## config.mk

```make
export PLATFORM = sky130hd
export DESIGN_NAME = adcf_status_core
export DESIGN_NICKNAME = d
export VERILOG_FILES = /design/src/inc/adcf_pkg.sv /design/src/hdl/adcf_chan_flags.sv /design/src/hdl/adcf_status_core.sv
export SDC_FILE = /design/constraint.sdc
export NUM_CORES = 1
export LEC_CHECK = 0
export ABC_AREA = 1
export BUFFER_PORTS_ARGS = -buffer_cell sky130_fd_sc_hd__buf_2
export CORE_MARGIN = 2
export CORE_UTILIZATION = 55
export CTS_CLUSTER_DIAMETER = 30
export DETAILED_ROUTE_END_ITERATION = 7
export PLACE_DENSITY = 0.86
export SLEW_MARGIN = 20
export SYNTH_ARGS = -nofsm -noshare
export SYNTH_HDL_FRONTEND = slang
export SYNTH_SLANG_ARGS = --single-unit
```

## constraint.sdc

```tcl
create_clock -name ref_clk -period 1.7 [get_ports ref_clk]
set_input_delay 0.085 -clock ref_clk [delete_from_list [all_inputs] [get_ports ref_clk]]
set_output_delay 0.085 -clock ref_clk [all_outputs]
set_load 0.01 [all_outputs]
```

## src/inc/adcf_pkg.sv

```systemverilog
// Shared constants and carrier types of the converter status-flag block
package adcf_pkg;

  // Channel count, channel index width, result width and register address width
  localparam int ADCF_NCH = 8;
  localparam int ADCF_CHW = 3;
  localparam int ADCF_DW = 10;
  localparam int ADCF_AW = 8;

  // Register byte offsets
  localparam logic [ADCF_AW-1:0] ADCF_OFF_CTRL = 8'h00;
  localparam logic [ADCF_AW-1:0] ADCF_OFF_MODE = 8'h04;
  localparam logic [ADCF_AW-1:0] ADCF_OFF_CHEN = 8'h10;
  localparam logic [ADCF_AW-1:0] ADCF_OFF_CHDIS = 8'h14;
  localparam logic [ADCF_AW-1:0] ADCF_OFF_CHSR = 8'h18;
  localparam logic [ADCF_AW-1:0] ADCF_OFF_STAT = 8'h1c;
  localparam logic [ADCF_AW-1:0] ADCF_OFF_LAST = 8'h20;
  localparam logic [ADCF_AW-1:0] ADCF_OFF_IRQ_STAT = 8'h24;
  localparam logic [ADCF_AW-1:0] ADCF_OFF_IRQ_MASK = 8'h28;
  localparam logic [ADCF_AW-1:0] ADCF_OFF_CHAN_BASE = 8'h30;

  // Field positions
  localparam int ADCF_CTRL_START_BIT = 0;
  localparam int ADCF_MODE_SLEEP_BIT = 0;
  localparam int ADCF_STAT_CHANNEL_OVERRUN_FLAG_LSB = 8;
  localparam int ADCF_STAT_DATA_READY_FLAG_BIT = 16;
  localparam int ADCF_STAT_GENERAL_OVERRUN_FLAG_BIT = 17;
  localparam int ADCF_STAT_LOWPWR_BIT = 18;
  localparam int ADCF_LAST_CHAN_LSB = 12;

  // Interrupt event positions
  localparam int ADCF_IRQ_W = 4;
  localparam int ADCF_EV_EOC = 0;
  localparam int ADCF_EV_GENERAL_OVERRUN_FLAG = 1;
  localparam int ADCF_EV_CHANNEL_OVERRUN_FLAG = 2;
  localparam int ADCF_EV_SEQ = 3;

  // Reset values
  localparam logic [ADCF_NCH-1:0] ADCF_RST_CHEN = 8'h00;
  localparam logic [ADCF_IRQ_W-1:0] ADCF_RST_MASK = 4'h0;
  localparam logic ADCF_RST_SLEEP = 1'b0;

  // Conversion request towards the analog core
  typedef struct packed
  {
    logic valid;
    logic [ADCF_CHW-1:0] ch;
  } adcf_req_t;

  // End of conversion from the analog core
  typedef struct packed
  {
    logic valid;
    logic [ADCF_CHW-1:0] ch;
    logic [ADCF_DW-1:0] data;
  } adcf_eoc_t;

  // Sequencer states, Gray coded along the scan path except the direct SCAN to DONE step
  typedef enum logic [1:0]
  {
    ADCF_ST_IDLE = 2'h0,
    ADCF_ST_SCAN = 2'h1,
    ADCF_ST_CONV = 2'h3,
    ADCF_ST_DONE = 2'h2
  } adcf_state_t;

endpackage

```

## src/hdl/adcf_chan_flags.sv

```systemverilog
// Per-channel conversion-done and overrun flags
`timescale 1ns/1ps
module adcf_chan_flags
#(
  parameter int NCH = adcf_pkg::ADCF_NCH,
  parameter int CHW = adcf_pkg::ADCF_CHW
)
(
  input wire logic ref_clk,
  input wire logic rst_b,
  input wire logic store,
  input wire logic [CHW-1:0] store_chan,
  input wire logic rd_chan,
  input wire logic [CHW-1:0] chan_sel,
  input wire logic rd_last,
  input wire logic [CHW-1:0] last_chan,
  input wire logic rd_stat,
  output logic [NCH-1:0] eoc_flags,
  output logic [NCH-1:0] channel_overrun_flag_flags,
  output logic [NCH-1:0] channel_overrun_flag_set
);
  import adcf_pkg::*;

  genvar i;
  generate
    for (i = 0; i < NCH; i++)
    begin : g_ch
      logic set_eoc;
      logic clr_eoc;
      // Only the read channel, or the channel behind the last result
      assign set_eoc = store && (store_chan == CHW'(i));
      assign clr_eoc = (rd_chan && (chan_sel == CHW'(i)))
        || (rd_last && (last_chan == CHW'(i)));
      assign channel_overrun_flag_set[i] = set_eoc && eoc_flags[i];

      // Done flag, a new result wins over a clearing read
      always_ff @(posedge ref_clk or negedge rst_b)
      begin
        if (!rst_b)
          eoc_flags[i] <= 1'b0;
        else if (set_eoc)
          eoc_flags[i] <= 1'b1;
        else if (clr_eoc)
          eoc_flags[i] <= 1'b0;
      end

      // Overrun flag, cleared by a status read unless set again
      always_ff @(posedge ref_clk or negedge rst_b)
      begin
        if (!rst_b)
          channel_overrun_flag_flags[i] <= 1'b0;
        else if (channel_overrun_flag_set[i])
          channel_overrun_flag_flags[i] <= 1'b1;
        else if (rd_stat)
          channel_overrun_flag_flags[i] <= 1'b0;
      end
    end
  endgenerate

endmodule

```

## src/hdl/adcf_status_core.sv

```systemverilog
// Converter control: registers, sequencer, status flags and interrupt
//
// Added by the designer: the address map and the plain strobed port.
`timescale 1ns/1ps
module adcf_status_core
#(
  parameter int NCH = adcf_pkg::ADCF_NCH,
  parameter int CHW = adcf_pkg::ADCF_CHW,
  parameter int DW = adcf_pkg::ADCF_DW
)
(
  input wire logic ref_clk,
  input wire logic rst_b,
  input wire logic [adcf_pkg::ADCF_AW-1:0] reg_addr,
  input wire logic [31:0] reg_wdata,
  input wire logic reg_wr,
  input wire logic reg_rd,
  output logic [31:0] reg_rdata,
  output adcf_pkg::adcf_req_t conv_req,
  input wire adcf_pkg::adcf_eoc_t conv_done,
  output logic low_power,
  output logic irq
);
  import adcf_pkg::*;

  ////////////////////////////////////////////////////////////////////////
  // Declarations

  logic [NCH-1:0] chen_q;
  logic sleep_q;
  logic [DW-1:0] chan_res_q [NCH];
  logic [DW-1:0] last_res_q;
  logic [CHW-1:0] last_chan_q;
  logic data_ready_flag_q;
  logic general_overrun_flag_q;
  logic low_power_q;
  logic [ADCF_IRQ_W-1:0] irq_stat_q;
  logic [ADCF_IRQ_W-1:0] irq_mask_q;
  logic [ADCF_IRQ_W-1:0] irq_ev;
  logic [31:0] rdata_d;
  logic [31:0] rdata_q;
  adcf_state_t state_q;
  logic [CHW-1:0] ptr_q;
  adcf_req_t req_q;
  logic [NCH-1:0] eoc_q;
  logic [NCH-1:0] channel_overrun_flag_q;
  logic [NCH-1:0] channel_overrun_flag_set;
  logic start_wr;
  logic chen_wr;
  logic chdis_wr;
  logic [NCH-1:0] wmask;
  logic store;
  logic general_overrun_flag_set;
  logic rd_stat;
  logic rd_last;
  logic rd_irq;
  logic rd_chan;
  logic [ADCF_AW-1:0] chan_off;
  logic [CHW-1:0] chan_sel;
  logic ptr_last;

  ////////////////////////////////////////////////////////////////////////
  // Address decode

  // Write strobes per register
  assign start_wr = reg_wr && (reg_addr == ADCF_OFF_CTRL)
    && reg_wdata[ADCF_CTRL_START_BIT];
  assign chen_wr = reg_wr && (reg_addr == ADCF_OFF_CHEN);
  assign chdis_wr = reg_wr && (reg_addr == ADCF_OFF_CHDIS);
  assign wmask = reg_wdata[NCH-1:0];

  // Read strobes with side effects
  assign rd_stat = reg_rd && (reg_addr == ADCF_OFF_STAT);
  assign rd_last = reg_rd && (reg_addr == ADCF_OFF_LAST);
  assign rd_irq = reg_rd && (reg_addr == ADCF_OFF_IRQ_STAT);
  assign chan_off = reg_addr - ADCF_OFF_CHAN_BASE;
  assign chan_sel = chan_off[CHW+1:2];
  assign rd_chan = reg_rd && (reg_addr >= ADCF_OFF_CHAN_BASE)
    && (chan_off[ADCF_AW-1:CHW+2] == '0) && (chan_off[1:0] == 2'h0);

  ////////////////////////////////////////////////////////////////////////
  // Configuration registers

  // Channel enable set, changed by enable and disable writes
  always_ff @(posedge ref_clk or negedge rst_b)
  begin
    if (!rst_b)
      chen_q <= ADCF_RST_CHEN;
    else if (chen_wr)
      chen_q <= chen_q | wmask;
    else if (chdis_wr)
      chen_q <= chen_q & ~wmask;
  end

  // Sleep setting
  always_ff @(posedge ref_clk or negedge rst_b)
  begin
    if (!rst_b)
      sleep_q <= ADCF_RST_SLEEP;
    else if (reg_wr && (reg_addr == ADCF_OFF_MODE))
      sleep_q <= reg_wdata[ADCF_MODE_SLEEP_BIT];
  end

  // Interrupt mask
  always_ff @(posedge ref_clk or negedge rst_b)
  begin
    if (!rst_b)
      irq_mask_q <= ADCF_RST_MASK;
    else if (reg_wr && (reg_addr == ADCF_OFF_IRQ_MASK))
      irq_mask_q <= reg_wdata[ADCF_IRQ_W-1:0];
  end

  ////////////////////////////////////////////////////////////////////////
  // Result storage

  // Store only if still enabled and not being disabled now
  assign store = conv_done.valid && chen_q[conv_done.ch]
    && !(chdis_wr && wmask[conv_done.ch]);

  // Per-channel results
  always_ff @(posedge ref_clk or negedge rst_b)
  begin
    if (!rst_b)
    begin
      for (int k = 0; k < NCH; k++)
        chan_res_q[k] <= '0;
    end
    else if (store)
      chan_res_q[conv_done.ch] <= conv_done.data;
  end

  // Last converted result and its channel
  always_ff @(posedge ref_clk or negedge rst_b)
  begin
    if (!rst_b)
    begin
      last_res_q <= '0;
      last_chan_q <= '0;
    end
    else if (store)
    begin
      last_res_q <= conv_done.data;
      last_chan_q <= conv_done.ch;
    end
  end

  ////////////////////////////////////////////////////////////////////////
  // Status flags

  assign general_overrun_flag_set = store && data_ready_flag_q;

  // Data ready: set by a stored result, cleared by last-result read
  always_ff @(posedge ref_clk or negedge rst_b)
  begin
    if (!rst_b)
      data_ready_flag_q <= 1'b0;
    else if (store)
      data_ready_flag_q <= 1'b1;
    else if (rd_last)
      data_ready_flag_q <= 1'b0;
  end

  // General overrun, a new overrun wins over the status read
  always_ff @(posedge ref_clk or negedge rst_b)
  begin
    if (!rst_b)
      general_overrun_flag_q <= 1'b0;
    else if (general_overrun_flag_set)
      general_overrun_flag_q <= 1'b1;
    else if (rd_stat)
      general_overrun_flag_q <= 1'b0;
  end

  // Per-channel done and overrun flags
  adcf_chan_flags
  #(
    .NCH(NCH),
    .CHW(CHW)
  )
  u_flags
  (
    .ref_clk(ref_clk),
    .rst_b(rst_b),
    .store(store),
    .store_chan(conv_done.ch),
    .rd_chan(rd_chan),
    .chan_sel(chan_sel),
    .rd_last(rd_last),
    .last_chan(last_chan_q),
    .rd_stat(rd_stat),
    .eoc_flags(eoc_q),
    .channel_overrun_flag_flags(channel_overrun_flag_q),
    .channel_overrun_flag_set(channel_overrun_flag_set)
  );

  ////////////////////////////////////////////////////////////////////////
  // Conversion sequencer

  assign ptr_last = (ptr_q == CHW'(NCH - 1));

  // Scan of enabled channels, one request at a time
  always_ff @(posedge ref_clk or negedge rst_b)
  begin
    if (!rst_b)
    begin
      state_q <= ADCF_ST_IDLE;
      ptr_q <= '0;
    end
    else
    begin
      unique case (state_q)
        ADCF_ST_IDLE:
        begin
          if (start_wr && (|chen_q))
          begin
            state_q <= ADCF_ST_SCAN;
            ptr_q <= '0;
          end
        end
        ADCF_ST_SCAN:
        begin
          if (chen_q[ptr_q])
            state_q <= ADCF_ST_CONV;
          else if (ptr_last)
            state_q <= ADCF_ST_DONE;
          else
            ptr_q <= ptr_q + 1'b1;
        end
        ADCF_ST_CONV:
        begin
          if (conv_done.valid)
          begin
            if (ptr_last)
              state_q <= ADCF_ST_DONE;
            else
            begin
              state_q <= ADCF_ST_SCAN;
              ptr_q <= ptr_q + 1'b1;
            end
          end
        end
        ADCF_ST_DONE:
          state_q <= ADCF_ST_IDLE;
      endcase
    end
  end

  // One-cycle request towards the analog core
  always_ff @(posedge ref_clk or negedge rst_b)
  begin
    if (!rst_b)
      req_q <= '0;
    else
    begin
      req_q.valid <= (state_q == ADCF_ST_SCAN) && chen_q[ptr_q];
      req_q.ch <= ptr_q;
    end
  end

  assign conv_req = req_q;

  // Low power entered at end of conversion, left on start
  always_ff @(posedge ref_clk or negedge rst_b)
  begin
    if (!rst_b)
      low_power_q <= 1'b0;
    else if (conv_done.valid && sleep_q)
      low_power_q <= 1'b1;
    else if (start_wr)
      low_power_q <= 1'b0;
  end

  assign low_power = low_power_q;

  ////////////////////////////////////////////////////////////////////////
  // Interrupt

  // Events of this cycle
  always_comb
  begin
    irq_ev = '0;
    irq_ev[ADCF_EV_EOC] = store;
    irq_ev[ADCF_EV_GENERAL_OVERRUN_FLAG] = general_overrun_flag_set;
    irq_ev[ADCF_EV_CHANNEL_OVERRUN_FLAG] = |channel_overrun_flag_set;
    irq_ev[ADCF_EV_SEQ] = (state_q == ADCF_ST_DONE);
  end

  // Sticky events, cleared by reading them, new events win
  always_ff @(posedge ref_clk or negedge rst_b)
  begin
    if (!rst_b)
      irq_stat_q <= '0;
    else
      irq_stat_q <= (irq_stat_q & ~{ADCF_IRQ_W{rd_irq}}) | irq_ev;
  end

  assign irq = |(irq_stat_q & irq_mask_q);

  ////////////////////////////////////////////////////////////////////////
  // Read data

  // Read mux, unmapped addresses read zero
  always_comb
  begin
    rdata_d = '0;
    if (rd_chan)
      rdata_d[DW-1:0] = chan_res_q[chan_sel];
    else
    begin
      unique case (reg_addr)
        ADCF_OFF_MODE: rdata_d[ADCF_MODE_SLEEP_BIT] = sleep_q;
        ADCF_OFF_CHSR: rdata_d[NCH-1:0] = chen_q;
        ADCF_OFF_STAT:
        begin
          rdata_d[NCH-1:0] = eoc_q;
          rdata_d[ADCF_STAT_CHANNEL_OVERRUN_FLAG_LSB +: NCH] = channel_overrun_flag_q;
          rdata_d[ADCF_STAT_DATA_READY_FLAG_BIT] = data_ready_flag_q;
          rdata_d[ADCF_STAT_GENERAL_OVERRUN_FLAG_BIT] = general_overrun_flag_q;
          rdata_d[ADCF_STAT_LOWPWR_BIT] = low_power_q;
        end
        ADCF_OFF_LAST:
        begin
          rdata_d[DW-1:0] = last_res_q;
          rdata_d[ADCF_LAST_CHAN_LSB +: CHW] = last_chan_q;
        end
        ADCF_OFF_IRQ_STAT: rdata_d[ADCF_IRQ_W-1:0] = irq_stat_q;
        ADCF_OFF_IRQ_MASK: rdata_d[ADCF_IRQ_W-1:0] = irq_mask_q;
        default: rdata_d = '0;
      endcase
    end
  end

  // Data valid only in the cycle after the read strobe
  always_ff @(posedge ref_clk or negedge rst_b)
  begin
    if (!rst_b)
      rdata_q <= '0;
    else if (reg_rd)
      rdata_q <= rdata_d;
    else
      rdata_q <= '0;
  end

  assign reg_rdata = rdata_q;

  ////////////////////////////////////////////////////////////////////////
  // Checks

  AST_DATA_READY_FLAG_SET: assert property (
    @(posedge ref_clk) disable iff (!rst_b)
    store |=> data_ready_flag_q)
    else $error("data ready not raised by stored result");

  AST_DATA_READY_FLAG_CHAN_KEEP: assert property (
    @(posedge ref_clk) disable iff (!rst_b)
    (rd_chan && data_ready_flag_q) |=> data_ready_flag_q)
    else $error("channel read changed data ready");

  AST_DATA_READY_FLAG_LAST_CLR: assert property (
    @(posedge ref_clk) disable iff (!rst_b)
    (rd_last && !store) |=> !data_ready_flag_q)
    else $error("last result read left data ready set");

  AST_NO_DATA_READY_FLAG_DISABLED: assert property (
    @(posedge ref_clk) disable iff (!rst_b)
    (conv_done.valid && !store) |=> !$rose(data_ready_flag_q))
    else $error("unstored result raised data ready");

  AST_GENERAL_OVERRUN_FLAG_SET: assert property (
    @(posedge ref_clk) disable iff (!rst_b)
    (store && data_ready_flag_q) |=> general_overrun_flag_q)
    else $error("general overrun missed");

  AST_GENERAL_OVERRUN_FLAG_CLR: assert property (
    @(posedge ref_clk) disable iff (!rst_b)
    (rd_stat && !general_overrun_flag_set) |=> !general_overrun_flag_q)
    else $error("status read left general overrun set");

  AST_CHANNEL_OVERRUN_FLAG_SET: assert property (
    @(posedge ref_clk) disable iff (!rst_b)
    (store && eoc_q[conv_done.ch]) |=> channel_overrun_flag_q[$past(conv_done.ch)])
    else $error("channel overrun missed");

  AST_CHANNEL_OVERRUN_FLAG_CLR: assert property (
    @(posedge ref_clk) disable iff (!rst_b)
    (rd_stat && !(|channel_overrun_flag_set)) |=> (channel_overrun_flag_q == '0))
    else $error("status read left channel overrun set");

  AST_EOC_CLR_ONE: assert property (
    @(posedge ref_clk) disable iff (!rst_b)
    (rd_chan && !store) |=>
      (eoc_q == ($past(eoc_q) & ~(NCH'(1) << $past(chan_sel)))))
    else $error("channel read cleared wrong done flag");

  AST_EOC_NO_RISE: assert property (
    @(posedge ref_clk) disable iff (!rst_b)
    !store |=> ((eoc_q & ~$past(eoc_q)) == '0))
    else $error("done flag rose without stored result");

  AST_START_REQ: assert property (
    @(posedge ref_clk) disable iff (!rst_b)
    (start_wr && (state_q == ADCF_ST_IDLE) && (|chen_q))
      |-> ##[2:10] conv_req.valid)
    else $error("start write issued no conversion request");

  AST_SLEEP_ENTER: assert property (
    @(posedge ref_clk) disable iff (!rst_b)
    (conv_done.valid && sleep_q) |=> low_power)
    else $error("low power not entered after conversion");

endmodule

```

==> impl_metrics.tcl, run 1 <==
set metrics [dict create \
    root_buffer "clkbuf_16" \
    core.rowCount 42 \
    cts_num_sinks 157 \
    hold_depth 3 \
    fin_tns_setup_ns -0.0261 \
    rsz0062_at_grt "yes" \
    synth_area_leaders "dfrtp_1 (53%), nand2_1 (11%), o21ai_1 (5.4%)" \
    end_kind "flop" \
    diodes 0 \
    grt_max_degree 53 \
    r2r_end "ptr_q[1]$_DFFE_PN0P_" \
    clk_pin_slew_ns 0.06 \
    finalHoldViolCount 0 \
    setup_slack_ns -0.0232 \
    syn_area_mm2 0.00735 \
    final_util 0.679 \
    clock_skew_ns 0.0118 \
    wire_per_inst_um 18.7 \
    r2r_setup_slack_ns -0.02 \
    swShare 0.291 \
    synth_most_common_cell "nand2_1" \
    dpl.hpwl_mm 13.0 \
    period_needed_ns 1.72 \
    wl_mm 21.4 \
    dieArea_mm2 0.0143 \
    synth_cell_types 40 \
    ys_top_cells_by_count "nand2_1 (212), dfrtp_1 (157), o21ai_1 (79), o21ai_0 (74), inv_1 (69)" \
    violations "setup timing" \
    fin_cells 1145 \
    ff2ff_path_depth 8 \
    intPower_mw 7.30 \
    dr.pass1.iters 6 \
    grt_pass1_vias 6437 \
    outcome "complete, but fails checks" \
    grt_pass1_wl_mm 32.8 \
    ys_seq_area_frac 0.534 \
    postSynth.asyncResetShare 1.00 \
    combPwrFrac 0.163 \
    cts_tree "done" \
    die_w_um 120 \
    fp.dieH_um 120 \
    grt_overflow 0 \
    dp_slack_ns -0.0403 \
    p_per_area_mw_per_mm2 1150 \
    track_usage 0.299 \
    place_inst 1093 \
    drive_gt1_frac 0.192 \
    drtIter0Drc 752 \
    syn_to_final_growth_pct 21.4 \
    drc 0 \
    startpoint_type "flop" \
    clock_power_share 0.377 \
    io_buffers 58 \
    maxSlewViolCount 0 \
    clock.fmax_mhz 580 \
    syn_avg_cell_area_um2 8.62 \
    critical_path_class "reg2reg" \
    ant_nets 0 \
    viasPerCell 5.95 \
    clk_latency_ns 0.44 \
    seqPwrFrac 0.459 \
    finalCritPeriodShare 1.01 \
    final-setup-viol-count 2 \
    required_ns 2.01 \
    multi_input_area_mm2 0.00289 \
    min_to "irq_mask_q[0]$_DFFE_PN0P_" \
    synth_top_area_share 0.534 \
    yosys.area.top_type "dfrtp_1" \
    ys_warn_count 0 \
    initial_utilization 0.560 \
    hp-start "reg_wdata[0]" \
    numCtsBuffers 17 \
    ioPinCount 96 \
    post_synth_inst_count 853 \
    htree_levels 4 \
    coreArea_mm2 0.0131 \
    grt_antenna_before_repair 0 \
    cp_max_fo 8 \
    num-fill-cells 991 \
    clk_path_buf_depth 2 \
    arrival_ns 2.03 \
    synthFlopType "dfrtp_1" \
    peakVddDrop_uv 891 \
    p_sw_mw 3.00 \
    ys_seq_elements 157 \
    reg2reg_from "ptr_q[0]$_DFFE_PN0P_" \
    regArea_mm2 0.00393 \
    leakage_nw 4.44 \
    timing.hold.ws_ns 0.0256 \
    drv_cap 0 \
    finalNetCount 1020 \
    hp-class "in2reg" \
    gp_congestion 0.959 \
    synth_edf_count 0 \
    num_vias 6811 \
]
## cell usage in the layout (no fill, tap or decap), types with 2 or more instances in the layout
master / count
nor2_2: 2
o31ai_1: 4
nand3_2: 2
a211oi_1: 4
nand2_2: 13
clkinvlp_4: 3
clkinv_2: 3
inv_8: 2
ha_1: 4
inv_1: 64
dfrtp_1: 156
clkinv_1: 2
conb_1: 13
nand3_1: 19
clkinv_4: 2
dlygate4sd3_1: 9
a21oi_1: 11
clkbuf_1: 2
o21ai_1: 80
inv_6: 2
buf_4: 41
inv_2: 7
buf_2: 57
buf_12: 12
bufinv_16: 3
nand4_1: 11
o21ai_0: 73
o211ai_1: 4
nor3_1: 31
o21ai_2: 6
nand2_1: 207
nor4_1: 3
nor2_1: 37
o22ai_1: 43
clkbuf_16: 19
o41ai_1: 2
## power by group through the flow
stage	logic, mW	clock network [mW]	registers, mW
2_1_floorplan	1.06	0	4.66
3_3_place_gp	1.43	0	4.73
3_5_place_dp	1.50	0	4.75
4_1_cts	1.56	3.90	4.70
5_1_grt	1.88	4.08	4.79
6_report	1.68	3.89	4.74
## sequential cells by signal, summed over array words and instances (netlist names), 2 cells and up, named ones only
signal                              count
conv_req                                4
irq_mask_q                              4
u_flags.eoc_flags                       8
last_res_q                             10
u_flags.channel_overrun_flag_flags      8
last_chan_q                             3
chan_res_q                             80
ptr_q                                   3
reg_rdata                              19
irq_stat_q                              4
state_q                                 2
## critical path, stage by stage (launching register included)
cell and delay [ns]:
dfrtp_2 0.48, ha_4 0.20, ha_2 0.18, nand2_1 0.07, inv_1 0.06, nor2_1 0.15, nand4_1 0.24, nand2_1 0.13
o21ai_0 0.08
## repair_timing
action | 4_1_cts | 5_1_grt
setup endpoints to repair | 3 | 100
cloned | 0 | 3
hold buffers | 9 | 0
hold endpoints to repair | 169 | 0
pin swaps | 1 | 10
gates resized for setup | 1 | 18
buffers inserted | 0 | 8
## how the worst max path moves through the flow
stage	from	to	slack, ns
6_report	ptr_q[0]$_DFFE_PN0P_	ptr_q[1]$_DFFE_PN0P_	-0.02
5_1_grt	ptr_q[0]$_DFFE_PN0P_	ptr_q[1]$_DFFE_PN0P_	-0.13
4_1_cts	ptr_q[0]$_DFFE_PN0P_	ptr_q[2]$_DFFE_PN0P_	0.005
3_5_place_dp	reg_addr[4]	u_flags.eoc_flags[3]$_DFFE_PN0P_	-0.04
3_3_place_gp	reg_addr[5]	reg_rdata[0]$_DFF_PN0_	-0.04
2_1_floorplan	reg_addr[4]	u_flags.eoc_flags[5]$_DFFE_PN0P_	0.06
## layer usage
metal | GRT usage | share of wire | routed length [µm] | vias up
li1 | - | - | - | 3045
met2 | 0.466 | 0.48 | 10300 | 467
met5 | 0 | 0 | 0 | -
met3 | 0.0713 | 0.11 | 2310 | 80
met1 | 0.393 | 0.38 | 8080 | 3219
met4 | 0.151 | 0.036 | 765 | 0
## metrics by stage
| step | cell area, µm² | total power, mW |
|---|---|---|
| 6_report | 8920 | 10.3 |
| 5_1_grt | 8920 | 10.7 |
| 2_1_floorplan | 7400 | 5.72 |
| 3_5_place_dp | 8070 | 6.26 |
| 3_3_place_gp | 8070 | 6.16 |
| 4_1_cts | 8760 | 10.2 |
## cells by family (layout without fill, tap and decap cells)
logic type      after synthesis  count (layout)  share of synthesized area
other cells                   1              13                   0.000510
fa+ha+maj                     6               6                     0.0102
buf+inv                     126             230                     0.0846
flops                       157             157                      0.534
mux                           1               1                    0.00136
compound gates              229             229                      0.172
simple gates                333             333                      0.197
## layout make-up
cell class,count,share of cell area
clock buffers,19,0.0485
clock inverters,13,0.0185
inverters,75,0.0329
multi-input cells,582,0.324
flip-flops and latches,157,0.440
well taps,176,0.0247
repair buffers,122,0.110
repair inverters,1,0.000701
Power figures use the tool's default switching activity.
==> inputs of run 2 (changes only) <==
Settings changed: SETUP_SLACK_MARGIN set to 0.5.
==> impl_metrics.tcl, run 2 (synthesis results as in run 1) <==
set metrics [dict create \
    clk_latency_ns 0.46 \
    grt_overflow 0 \
    root_buffer "clkbuf_16" \
    rsz0062_at_grt "yes" \
    dieArea_mm2 0.0143 \
    clk_pin_slew_ns 0.08 \
    clk_path_buf_depth 2 \
    fin_area_mm2 0.0106 \
    max_flop_register "chan_res_q" \
    cts_num_sinks 157 \
    drv_cap 0 \
    dp_slack_ns -0.0108 \
    slew_headroom 0.630 \
    finalNetCount 1060 \
    place_area_mm2 0.00825 \
    diodes 0 \
    largest_reg_flops 80 \
    setup_slack_ns -0.159 \
    grt_pass1_wl_mm 33.9 \
    critical_path_class "reg2reg" \
    initial_utilization 0.560 \
    wl_mm 31.0 \
    end_kind "flop" \
    drtIter0Drc 1309 \
    viasPerCell 6.81 \
    gp_congestion 0.970 \
    timing.hold.ws_ns 0.0386 \
    finalHoldViolCount 0 \
    ant_nets 0 \
    ioPinCount 96 \
    syn_to_final_growth_pct 44.6 \
    numCtsBuffers 17 \
    drive_gt1_frac 0.406 \
    fp.dieH_um 120 \
    num-fill-cells 650 \
    core.rowCount 42 \
    die_w_um 120 \
    tightest_slew_ns 0.548 \
    arrival_ns 2.18 \
    final_util 0.809 \
    clock_skew_ns 0.0152 \
    final-setup-viol-count 5 \
    drc 12 \
    grt_pass1_vias 6658 \
    grt_max_degree 45 \
    power_mw 10.9 \
    outcome "complete, but fails checks" \
    required_ns 2.03 \
    htree_levels 4 \
    violations "DRC, setup timing" \
    coreArea_mm2 0.0131 \
    period_needed_ns 1.86 \
    num_vias 8060 \
    ff2ff_path_depth 9 \
    leakage_nw 5.01 \
    p_per_area_mw_per_mm2 1030 \
    hold_depth 4 \
    hp-class "in2reg" \
    finalCritPeriodShare 1.09 \
    layout_commonest_cell "dfrtp_1" \
    io_buffers 58 \
    track_usage 0.307 \
    maxSlewViolCount 0 \
    peakVddDrop_uv 959 \
    cts_tree "done" \
    wire_per_inst_um 26.2 \
    dpl.hpwl_mm 13.0 \
    cp_max_fo 5 \
    startpoint_type "flop" \
    dr.pass1.iters 8 \
    clock.fmax_mhz 538 \
    grt_antenna_before_repair 0 \
    final_cell_mix "dfrtp_1 (155), nand2_1 (114), o21ai_1 (71)" \
]
run 2: path summary, 6_finish.rpt:
kind                                                                         from                                                end  slack (ns)
worst min register to register  u_flags.channel_overrun_flag_flags[6]$_DFFE_PN0P_  u_flags.channel_overrun_flag_flags[6]$_DFFE_PN0P_        0.48
max in group asynchronous                                                   rst_b                               ptr_q[1]$_DFFE_PN0P_        0.92
worst min-delay path                                                 reg_wdata[5]                                               flop        0.04
worst max-delay path                                                         flop                         chan_res_q[47]$_DFFE_PN0P_       -0.16
min in group asynchronous                                                   rst_b                   u_flags.eoc_flags[1]$_DFFE_PN0P_        0.13
worst max register to register                                               flop                         chan_res_q[47]$_DFFE_PN0P_       -0.16
run 2: power breakdown:
group	switching, mW	leakage [nW]	internal (mW)
Sequential	0.643	2.00	4.32
Combinational	1.43	2.76	1.07
Clock	1.62	0.250	1.85
Total	3.69	5.01	7.24
run 2: routing by layer:
metal  up-vias  track usage  wire length, µm
met1      3725        0.401             9960
met4         2        0.123             3030
li1       3139            -                -
met2       852        0.499            13500
met3       342       0.0718             4430
met5         -            0               42
run 2: what timing repair did:
action / 4_1_cts / 5_1_grt
gates resized for setup: 51 / 251
cloned: 4 / 24
setup endpoints to repair: 122 / 129
pin swaps: 13 / 24
buffers inserted: 9 / 11
hold endpoints to repair: 155 / 0
hold buffers: 10 / 0
run 2: final cells by class:
cell class / instances / area, µm² / share of cell area
multi-input combinational: 582 / 3930 / 0.370
sequential: 157 / 3930 / 0.370
timing repair buffer: 162 / 1720 / 0.162
clock buffer: 20 / 437 / 0.0411
inverter: 75 / 303 / 0.0285
tap: 176 / 220 / 0.0207
clock inverter: 10 / 71.3 / 0.00671
timing repair inverter: 1 / 16.3 / 0.00153
run 2: critical path, stage by stage, from the launching register on:
cell	delay [ns]
dfrtp_1	0.38
inv_2	0.06
o211ai_1	0.19
nor2_2	0.10
nor2_8	0.16
nand2_8	0.10
clkinv_8	0.12
nand2_8	0.11
buf_16	0.19
o21ai_1	0.31
run 2: per-stage QoR:
| step | cells | setup TNS, ns |
|---|---|---|
| after floorplan | 865 | 0 |
| after global placement | 1095 | 0 |
| after detailed placement | 1095 | -0.0108 |
| after CTS | 1148 | 0 |
| after global routing | 1183 | -2.00 |
| final | 1183 | -0.396 |
